**src/logic/nvb_params.svh**
```systemverilog
`ifndef NVB_PARAMS_SVH
`define NVB_PARAMS_SVH

// burst field of the mode register write
`define NVB_MR_FULL_BURST_EIGHT 2'h0
`define NVB_MR_PER_COMMAND 2'h1
`define NVB_MR_CHOPPED_BURST_FOUR 2'h2
`define NVB_MR_RESERVED 2'h3
`define NVB_MR_RESET_VALUE 2'h0

// beats per access
`define NVB_BEATS_CHOPPED 4'h4
`define NVB_BEATS_FULL 4'h8

// bank organisation
`define NVB_BANK_GROUPS 3'h4
`define NVB_BANKS_PER_GROUP 3'h4

`endif

```
**src/logic/nvb_pkg.sv**
```systemverilog
package nvb_pkg;

  typedef enum logic [2:0] {
    ST_HOST,
    ST_WAIT_SR,
    ST_BACKUP,
    ST_RESTORE,
    ST_OFF
  } nvb_state_type;

  typedef enum logic [1:0] {
    SRC_NONE,
    SRC_PIN,
    SRC_CKE,
    SRC_SMBUS
  } nvb_source_type;

endpackage

```
**src/logic/nvb_cmd_decode.sv**
```systemverilog
`timescale 1ns/100ps
`default_nettype none
`include "nvb_params.svh"

module nvb_cmd_decode
  import nvb_pkg::*;
(
  // clock and reset
  input wire logic sys_clk,
  input wire logic sys_rst,
  // burst setting
  input wire logic [1:0] burst_mode,
  // host command
  input wire logic cmd_valid,
  input wire logic cmd_read_write,
  input wire logic cmd_full_burst,
  input wire logic [1:0] cmd_bank_group,
  input wire logic [1:0] cmd_bank,
  // decoded access
  output logic access_strobe,
  output logic [3:0] access_beats,
  output logic [3:0] access_bank
);

  logic next_strobe;
  logic [3:0] next_beats;
  logic [3:0] next_bank;

  function automatic logic [3:0] beats_for(input logic [1:0] mode,
                                           input logic full);
    unique case (mode)
      `NVB_MR_CHOPPED_BURST_FOUR: beats_for = `NVB_BEATS_CHOPPED;
      `NVB_MR_PER_COMMAND: beats_for = full ? `NVB_BEATS_FULL
                                            : `NVB_BEATS_CHOPPED;
      default: beats_for = `NVB_BEATS_FULL;
    endcase
  endfunction

  always_comb begin
    next_strobe = cmd_valid & cmd_read_write;
    next_beats = access_beats;
    next_bank = access_bank;
    if (cmd_valid) begin
      next_bank = {cmd_bank_group, cmd_bank};
    end
    if (cmd_valid && cmd_read_write) begin
      next_beats = beats_for(burst_mode, cmd_full_burst);
    end
  end

  always_ff @(posedge sys_clk or posedge sys_rst) begin
    if (sys_rst) begin
      access_strobe <= 1'b0;
      access_beats <= `NVB_BEATS_FULL;
      access_bank <= 4'h0;
    end else begin
      access_strobe <= next_strobe;
      access_beats <= next_beats;
      access_bank <= next_bank;
    end
  end

  chk_fixed_chop: assert property (@(posedge sys_clk)
    disable iff (sys_rst)
    cmd_valid && cmd_read_write && burst_mode == `NVB_MR_CHOPPED_BURST_FOUR
    |=> access_strobe && access_beats == `NVB_BEATS_CHOPPED)
    else $error("fixed chop setting did not give four beats");

  chk_otf_select: assert property (@(posedge sys_clk)
    disable iff (sys_rst)
    cmd_valid && cmd_read_write && burst_mode == `NVB_MR_PER_COMMAND
    |=> access_beats == ($past(cmd_full_burst) ? `NVB_BEATS_FULL
                                              : `NVB_BEATS_CHOPPED))
    else $error("per command burst select gave wrong length");

  chk_bank_map: assert property (@(posedge sys_clk)
    disable iff (sys_rst)
    cmd_valid |=> access_bank == {$past(cmd_bank_group), $past(cmd_bank)})
    else $error("bank index does not follow group and bank bits");

endmodule

`default_nettype wire

```
**src/logic/nvb_handoff.sv**
```systemverilog
// Functional notes
// - backup on request pin, refresh trigger, falling clock enable or SMBus.
// - in self refresh clock enable stays low; only it and reset matter.
// - SDRAM self refreshes and keeps data while controller copies to flash.
// - on lost power, module saves to flash then shuts down on its own.
// - mode register selects fixed chop of four or fixed burst of eight.
// - per-command burst select picks chop or full burst per access.
// - sixteen banks, four groups of four, by group and bank bits.
`timescale 1ns/100ps
`default_nettype none
`include "nvb_params.svh"

module nvb_handoff
  import nvb_pkg::*;
(
  // clock and reset
  input wire logic sys_clk,
  input wire logic sys_rst,
  // host side control pins
  input wire logic host_rank0_clock_enable,
  input wire logic host_reset_n,
  input wire logic backup_request_n,
  input wire logic async_refresh_trigger,
  input wire logic cke_trigger_enable,
  input wire logic power_lost,
  // sideband commands
  input wire logic smbus_backup_cmd,
  input wire logic smbus_restore_cmd,
  // sdram control pins
  output logic sdram_rank0_clock_enable,
  output logic sdram_reset_n,
  // flash copy engine
  output logic backup_flash_store_start,
  input wire logic backup_flash_store_done,
  output logic restore_start,
  input wire logic restore_done,
  // status
  output logic module_owns_sdram,
  output logic module_shutdown,
  output logic [1:0] backup_source,
  // host commands
  input wire logic mode_register_write,
  input wire logic [1:0] mode_burst_field,
  input wire logic cmd_valid,
  input wire logic cmd_read_write,
  input wire logic cmd_full_burst,
  input wire logic [1:0] cmd_bank_group,
  input wire logic [1:0] cmd_bank,
  // decoded access
  output logic [1:0] burst_mode,
  output logic access_strobe,
  output logic [3:0] access_beats,
  output logic [3:0] access_bank
);

  nvb_state_type state;
  nvb_state_type next_state;
  nvb_source_type source;
  nvb_source_type next_source;
  logic cke_prev;
  logic next_cke_prev;
  logic next_sdram_cke;
  logic next_sdram_reset_n;
  logic next_store_start;
  logic next_restore_start;
  logic next_owns;
  logic next_shutdown;
  logic [1:0] next_burst_mode;
  logic pin_trigger;
  logic cke_trigger;
  logic any_trigger;

  function automatic logic owns(input nvb_state_type s);
    owns = (s == ST_BACKUP) || (s == ST_RESTORE) || (s == ST_OFF);
  endfunction

  // trigger sources
  always_comb begin
    pin_trigger = ~backup_request_n | async_refresh_trigger;
    // falling clock enable means the host just entered self refresh
    cke_trigger = cke_trigger_enable & cke_prev
                  & ~host_rank0_clock_enable;
    any_trigger = pin_trigger | cke_trigger | smbus_backup_cmd;
    next_cke_prev = host_rank0_clock_enable;
  end

  // ownership state machine
  always_comb begin
    next_state = state;
    next_source = source;
    next_store_start = 1'b0;
    next_restore_start = 1'b0;
    unique case (state)
      ST_HOST: begin
        if (any_trigger) begin
          next_source = pin_trigger ? SRC_PIN
                      : (cke_trigger ? SRC_CKE : SRC_SMBUS);
          // copying is only safe once the array is self refreshing
          if (!host_rank0_clock_enable) begin
            next_state = ST_BACKUP;
            next_store_start = 1'b1;
          end else begin
            next_state = ST_WAIT_SR;
          end
        end else if (smbus_restore_cmd && !host_rank0_clock_enable) begin
          next_state = ST_RESTORE;
          next_restore_start = 1'b1;
        end
      end
      ST_WAIT_SR: begin
        if (!host_rank0_clock_enable) begin
          next_state = ST_BACKUP;
          next_store_start = 1'b1;
        end
      end
      ST_BACKUP: begin
        if (backup_flash_store_done) begin
          // on reserve energy nothing will reclaim the array
          next_state = power_lost ? ST_OFF : ST_HOST;
        end
      end
      ST_RESTORE: begin
        if (restore_done) begin
          next_state = ST_HOST;
        end
      end
      ST_OFF: begin
        next_state = ST_OFF;
      end
    endcase
  end

  // pin drive, aligned with the registered state
  always_comb begin
    next_owns = owns(next_state);
    // held low for the whole ownership window
    next_sdram_cke = next_owns ? 1'b0
                   : host_rank0_clock_enable;
    // driven low by the module only during sys_rst, so restored data survives
    next_sdram_reset_n = host_reset_n;
    next_shutdown = (next_state == ST_OFF);
  end

  // burst setting
  always_comb begin
    next_burst_mode = burst_mode;
    if (mode_register_write && mode_burst_field != `NVB_MR_RESERVED) begin
      next_burst_mode = mode_burst_field;
    end
  end

  always_ff @(posedge sys_clk or posedge sys_rst) begin
    if (sys_rst) begin
      state <= ST_HOST;
      source <= SRC_NONE;
      cke_prev <= 1'b0;
      sdram_rank0_clock_enable <= 1'b0;
      sdram_reset_n <= 1'b0;
      backup_flash_store_start <= 1'b0;
      restore_start <= 1'b0;
      module_owns_sdram <= 1'b0;
      module_shutdown <= 1'b0;
      burst_mode <= `NVB_MR_RESET_VALUE;
    end else begin
      state <= next_state;
      source <= next_source;
      cke_prev <= next_cke_prev;
      sdram_rank0_clock_enable <= next_sdram_cke;
      sdram_reset_n <= next_sdram_reset_n;
      backup_flash_store_start <= next_store_start;
      restore_start <= next_restore_start;
      module_owns_sdram <= next_owns;
      module_shutdown <= next_shutdown;
      burst_mode <= next_burst_mode;
    end
  end

  assign backup_source = source;

  nvb_cmd_decode u_decode (
    .sys_clk(sys_clk),
    .sys_rst(sys_rst),
    .burst_mode(burst_mode),
    .cmd_valid(cmd_valid),
    .cmd_read_write(cmd_read_write),
    .cmd_full_burst(cmd_full_burst),
    .cmd_bank_group(cmd_bank_group),
    .cmd_bank(cmd_bank),
    .access_strobe(access_strobe),
    .access_beats(access_beats),
    .access_bank(access_bank)
  );

  chk_trigger_start: assert property (@(posedge sys_clk)
    disable iff (sys_rst)
    state == ST_HOST && any_trigger && !host_rank0_clock_enable
    |=> backup_flash_store_start && module_owns_sdram
        ##1 !backup_flash_store_start)
    else $error("trigger in self refresh did not start a backup");

  chk_cke_held: assert property (@(posedge sys_clk)
    disable iff (sys_rst)
    module_owns_sdram |-> !sdram_rank0_clock_enable)
    else $error("clock enable high while the module owns the array");

  chk_reset_follow: assert property (@(posedge sys_clk)
    disable iff (sys_rst)
    !$past(sys_rst) |-> sdram_reset_n == $past(host_reset_n))
    else $error("sdram reset does not follow the host reset");

  chk_backup_wait: assert property (@(posedge sys_clk)
    disable iff (sys_rst)
    state == ST_BACKUP && !backup_flash_store_done
    |=> state == ST_BACKUP && module_owns_sdram)
    else $error("backup left before the flash copy finished");

  chk_power_off: assert property (@(posedge sys_clk)
    disable iff (sys_rst)
    state == ST_BACKUP && backup_flash_store_done && power_lost
    |=> module_shutdown [*3])
    else $error("no shutdown after backup on lost power");

  chk_hold_owned: assert property (@(posedge sys_clk)
    disable iff (sys_rst)
    state == ST_RESTORE && !restore_done
    |=> module_owns_sdram && !sdram_rank0_clock_enable)
    else $error("array released before restore completed");

  chk_release_host: assert property (@(posedge sys_clk)
    disable iff (sys_rst)
    state == ST_RESTORE && restore_done
    |=> !module_owns_sdram && state == ST_HOST)
    else $error("array not handed back after restore");

endmodule

`default_nettype wire

```
**config.mk**
```make
export PLATFORM = sky130hd
export DESIGN_NAME = nvb_handoff
export DESIGN_NICKNAME = d
export VERILOG_FILES = /design/src/logic/nvb_pkg.sv /design/src/logic/nvb_cmd_decode.sv /design/src/logic/nvb_handoff.sv
export VERILOG_INCLUDE_DIRS = /design/src /design/src/logic
export SDC_FILE = /design/constraint.sdc
export NUM_CORES = 1
export LEC_CHECK = 0
export ABC_AREA = 1
export BUFFER_PORTS_ARGS = -buffer_cell sky130_fd_sc_hd__buf_2
export CORE_UTILIZATION = 46
export CTS_CLUSTER_DIAMETER = 30
export DETAILED_ROUTE_END_ITERATION = 16
export GPL_TIMING_DRIVEN = 0
export HOLD_SLACK_MARGIN = 0.1
export PLACE_DENSITY = 0.77
export SKIP_LAST_GASP = 1
export SYNTH_ARGS = -nofsm -noshare
export SYNTH_HDL_FRONTEND = slang
export SYNTH_SLANG_ARGS = --single-unit
export TNS_END_PERCENT = 20
```
**constraint.sdc**
```tcl
create_clock -name sys_clk -period 1.7 [get_ports sys_clk]
set_clock_uncertainty 0.1 [all_clocks]
set_input_delay 0.34 -clock sys_clk [delete_from_list [all_inputs] [get_ports sys_clk]]
set_output_delay 0.34 -clock sys_clk [all_outputs]
set_load 0.01 [all_outputs]
```
Word level (Yosys, flattened, before mapping)

Index checks and enable logic that the tools add are counted.

Reduce and logical (&&, ||, !) cells: 8
Bitwise operators: 8
Equality and inequality tests: 10
Muxes and demuxes: 19

Operators with widths:

| operator           | count |
|---|---|
| $mux 3             | 6 |
| $pmux 3 s5         | 1 |
| $eq 3x2->1 const B | 4 |
| $pmux 4 s2         | 1 |
| $mux 1             | 7 |
| $eq 3x3->1 const B | 2 |
| $mux 2             | 2 |
| $mux 4             | 1 |
| $and 1x1->1        | 3 |
| $eq 3x1->1 const B | 1 |
| $logic_and 1x1->1  | 3 |
| $logic_not 3->1    | 1 |
| $or 1x1->1         | 3 |
| $eq 2x1->1 const B | 1 |
| $eq 2x2->1 const B | 1 |
| $logic_or 1x1->1   | 2 |
| $ne 2x2->1 const B | 1 |
| $not 1->1          | 2 |
| $pmux 1 s2         | 1 |
| $reduce_and 2->1   | 1 |
| $logic_not 1->1    | 1 |

Input port bits: 22
Register bits after elaboration: 23
Output and inout bits: 19
Logic and storage cells: 58

Depth between registers and ports, before layout

Depth in word-level cells: 10
Depth in mapped cells: 9
Gate-level depth less buffers: 9

Hierarchy

A second synthesis with hierarchy kept.

Cells, all modules: 128
Area total of the unflattened synthesis: 1063.5 µm²

By module, submodules not included:

| module         | area each (µm²) | cells an instance | times used |
|---|---|---|---|
| nvb_handoff    | 698.2           | 85                | 1 |
| nvb_cmd_decode | 365.4           | 43                | 1 |

Worst setup path before layout

No wires, ideal clock.

Kind: register -> register
From: register state[1]
To: register sdram_rank0_clock_enable
Setup slack: 0.497 ns
Path buffers: 0
Stages on the path, launching flop included: 9
Data required time: 1.484 ns
Data arrival time: 0.987 ns
Path through: dfrtp_1 > o21ai_1 > nand2_1 > nand2_1 > inv_1 > nand2_1 > nand3_2 > nand2_2 > nor2_2

Word-level cells in the longest chain between the ends: 7

Ends and longest elaborated chain:

| what                   | line               | source |
|---|---|---|
| from (decl)            | nvb_handoff.sv:56  | `nvb_state_type state;` |
| from (signal assigned) | nvb_handoff.sv:165 | `state <= next_state;` |
| $mux 3                 | nvb_handoff.sv:105 | `end else if (smbus_restore_cmd && !host_rank0_clock_enable) begin` |
| $mux 3                 | nvb_handoff.sv:95  | `if (any_trigger) begin` |
| $pmux 3 s5 (*)         | nvb_handoff.sv:93  | `unique case (state)` |
| $eq 3x2->1             | nvb_handoff.sv:74  | `owns = (s == ST_BACKUP) \|\| (s == ST_RESTORE) \|\| (s == ST_OFF);` |
| $logic_or 1x1->1       | nvb_handoff.sv:74  |  |
| $logic_or 1x1->1 (*)   | nvb_handoff.sv:74  |  |
| net next_owns          | nvb_handoff.sv:66  | `logic next_owns;` |
| $mux 1 (*)             | nvb_handoff.sv:137 | `next_sdram_cke = next_owns ? 1'b0` |
| net next_sdram_cke     | nvb_handoff.sv:62  | `logic next_sdram_cke;` |
| to (signal assigned)   | nvb_handoff.sv:168 | `sdram_rank0_clock_enable <= next_sdram_cke;` |
| to (decl)              | nvb_handoff.sv:30  | `output logic sdram_rank0_clock_enable,` |

Mark *: on every way through the listed nets, which the timed path passes. The rest lies on a longest branch.
A chain may end at the register's enable or synchronous reset.

Final worst setup path

From: register u_decode.access_beats[3]
To: output access_beats[3]

RTL lines:

| what                   | line                 | source |
|---|---|---|
| from (decl)            | nvb_cmd_decode.sv:21 | `output logic [3:0] access_beats,` |
| from (signal assigned) | nvb_cmd_decode.sv:54 | `` access_beats <= `NVB_BEATS_FULL; `` |
| from (signal assigned) | nvb_cmd_decode.sv:58 | `access_beats <= next_beats;` |
| to (decl)              | nvb_handoff.sv:52    | `output logic [3:0] access_beats,` |

No word-level cell between the ends.

==> results_dict.tcl <==
set metrics [dict create \
    hold_path_class "in -> reg" \
    cts_tree "built" \
    dr.first_iter.drc_count 11 \
    post-route-util_pct 63.65 \
    area_growth_pct 29.44 \
    ctsResizeCount 0 \
    core_sq_um 1962 \
    viasPerCell 4.559 \
    ant_nets 0 \
    wl_um 1764 \
    cp_num_buf_inv 1 \
    syn_inst 104 \
    die_area_sq_um 2284 \
    r2r-start "state[1]$_DFF_PP0_" \
    finalSetupViolCount 0 \
    maxSlewHeadroom_pct 49.97 \
    synth_area_leaders "dfrtp_1 (52%), nand2_1 (6.6%), inv_1 (4.7%), mux2_2 (4.7%), nor2_1 (4.3%)" \
    grt_antenna_before_repair 0 \
    p_leak_nw 0.6832 \
    crit_path_start_kind "flop" \
    drtPass1Iterations 4 \
    fin_crit_ns 1.395 \
    r2r-end "sdram_rank0_clock_enable$_DFF_PP0_" \
    arrival_ns 0.96 \
    status "completed" \
    critPathSlowestCell "dfstp_2" \
    end_kind "output port" \
    rr_worst_depth 8 \
    grt_max_degree 22 \
    post-route-drc-count 0 \
    rsz0062_at_grt "no" \
    crit_end "access_beats[3]" \
    fillCellCount 188 \
    maxCapViolCount 0 \
    worst_pin_slew_ns 0.7497 \
    grt_pass1_vias 673 \
    die_x_um 47.80 \
    postCtsHoldBufs 3 \
    syn_area_sq_um 964.7 \
    hold_viol 0 \
    mostFrequentLayoutCell "buf_2" \
    synth_top_area_share_pct 51.88 \
    grt_pass1_wl_um 2622 \
    r2r_slack_ns 0.36 \
    seq_area_frac_synth_pct 54.60 \
    fin_nets 175 \
    syn-mean-instance-area_sq_um 9.276 \
    cts_root_buf "clkbuf_4" \
    ys_types 22 \
    cp_cell_sequence "buf_2" \
    clock_latency_ns 0.29 \
    critPathRequiredTime_ns 1.26 \
    place_congestion 0.8351 \
    clk_pin_slew_worst_paths_ns 0.11 \
    die_y_um 47.80 \
    synth_top_area_cell "dfrtp_1" \
    diodes 0 \
    overflow 0 \
    grt.total_usage_pct 16.54 \
    worst-path-stages 1 \
    h-tree-depth 1 \
    io-pin-count 41 \
    max_freq_mhz 716.7 \
    wl_per_cell_um 9.966 \
    tns_ns 0 \
    drive_above_1_share_pct 40.67 \
    timing.final.crit_share_pct 82.08 \
    hold_depth 2 \
    start_util_pct 49.17 \
    max_stage_delay_ns 0.54 \
    rows 16 \
    cts_setup_buffers 0 \
    startpoint "u_decode.access_beats[3]$_DFFE_PP1P_" \
    power_mw 1.533 \
    worstSetupPathType "reg -> out" \
    io_buffers 38 \
    cts.sink_count 21 \
    hpwl_um 1409 \
    clock_path_buffers 2 \
    power_density_nw_per_um2 1227 \
    ir_drop_v 0.0008571 \
    num_vias 807 \
    ys_ff_latch 21 \
    critPathMaxFanout 2 \
    yosysWarnings 0 \
    finalMaxSlewViolations 0 \
    mostFrequentLayoutCells "buf_2 (38), dfrtp_1 (20), nand2_1 (17)" \
    critPathTopFamily "flip-flops" \
    numCtsBuffers 3 \
]
==> cell families (layout without fill, tap and decap cells) <==
kind of cell    after synthesis  in the layout  synth area share [%]
simple gates                 45             45                 22.70
flops                        21             21                 54.60
mux                           4              4                 4.669
fa+ha+maj                     2              2                 2.594
compound gates               12             12                 6.874
other cells                   1              2                0.3887
buf+inv                      19             64                 8.171
==> synthesized netlist by cell type <==
cell type,count
o31ai_1,1
o21ai_1,4
ha_1,2
nand2_1,17
inv_1,12
buf_4,2
nand3_2,4
nand4_1,3
dfstp_2,1
nand2_2,1
conb_1,1
and2_1,1
a21oi_1,3
dfrtp_1,20
nor3_1,2
nand3_1,4
inv_2,5
nor2_1,11
mux2_2,4
o21ai_0,3
nor2_2,2
o21ai_2,1
==> registers in the layout, indices dropped and copies added (netlist names), 2 cells and up <==
name,flops
u_decode.access_bank,4
backup_source,2
burst_mode,2
state,3
u_decode.access_beats,2
==> layout make-up <==
class	instances	area, sq um	area share (%)
well taps	27	33.78	2.705
plain buffers	2	15.01	1.202
multi-input cells	65	362.8	29.06
inverters	17	63.81	5.110
clock buffers	4	26.28	2.104
flip-flops and latches	21	526.8	42.18
repair buffers	41	220.2	17.64
==> power by group <==
part,total [mW],switching (mW),internal (mW),leakage [nW]
combinational,0.598,0.354,0.243,0.409
clock,0.228,0.137,0.0911,0.0150
sequential,0.707,0.0823,0.625,0.259
total,1.53,0.574,0.959,0.683
==> worst min path at each step <==
stage / slack (ns) / end / startpoint
after global routing: 0.15 / backup_flash_store_start$_DFF_PP0_ / host_rank0_clock_enable
final: 0.15 / backup_flash_store_start$_DFF_PP0_ / host_rank0_clock_enable
after detailed placement: 0.35 / sdram_reset_n$_DFF_PP0_ / host_reset_n
after CTS: 0.13 / backup_flash_store_start$_DFF_PP0_ / host_rank0_clock_enable
after global placement: 0.35 / sdram_reset_n$_DFF_PP0_ / host_reset_n
after floorplan: 0.22 / backup_flash_store_start$_DFF_PP0_ / sys_rst
==> metrics by stage <==
stage / worst slack (ns) / instance area (sq um) / instances / hold WS, ns
after detailed placement: 0.2353 / 1192 / 170 / 0.3497
after CTS: 0.3007 / 1249 / 177 / 0.1346
after global placement: 0.2415 / 1192 / 170 / 0.3482
after global routing: 0.2123 / 1249 / 177 / 0.1530
after floorplan: 0.4970 / 968.4 / 105 / 0.2158
final: 0.3047 / 1249 / 177 / 0.1487
==> metal layers <==
layer | part of all wire (%) | wire [um] | GRT usage (%) | vias to the layer above
li1 | - | - | - | 422
met1 | 45 | 787 | 21.69 | 358
met2 | 49 | 868 | 27.57 | 25
met3 | 5.3 | 93 | 2.264 | 2
met4 | 0.79 | 14 | 6.667 | 0
met5 | 0 | 0 | 0 | -
No activity file was read; power rests on OpenSTA's default activity.
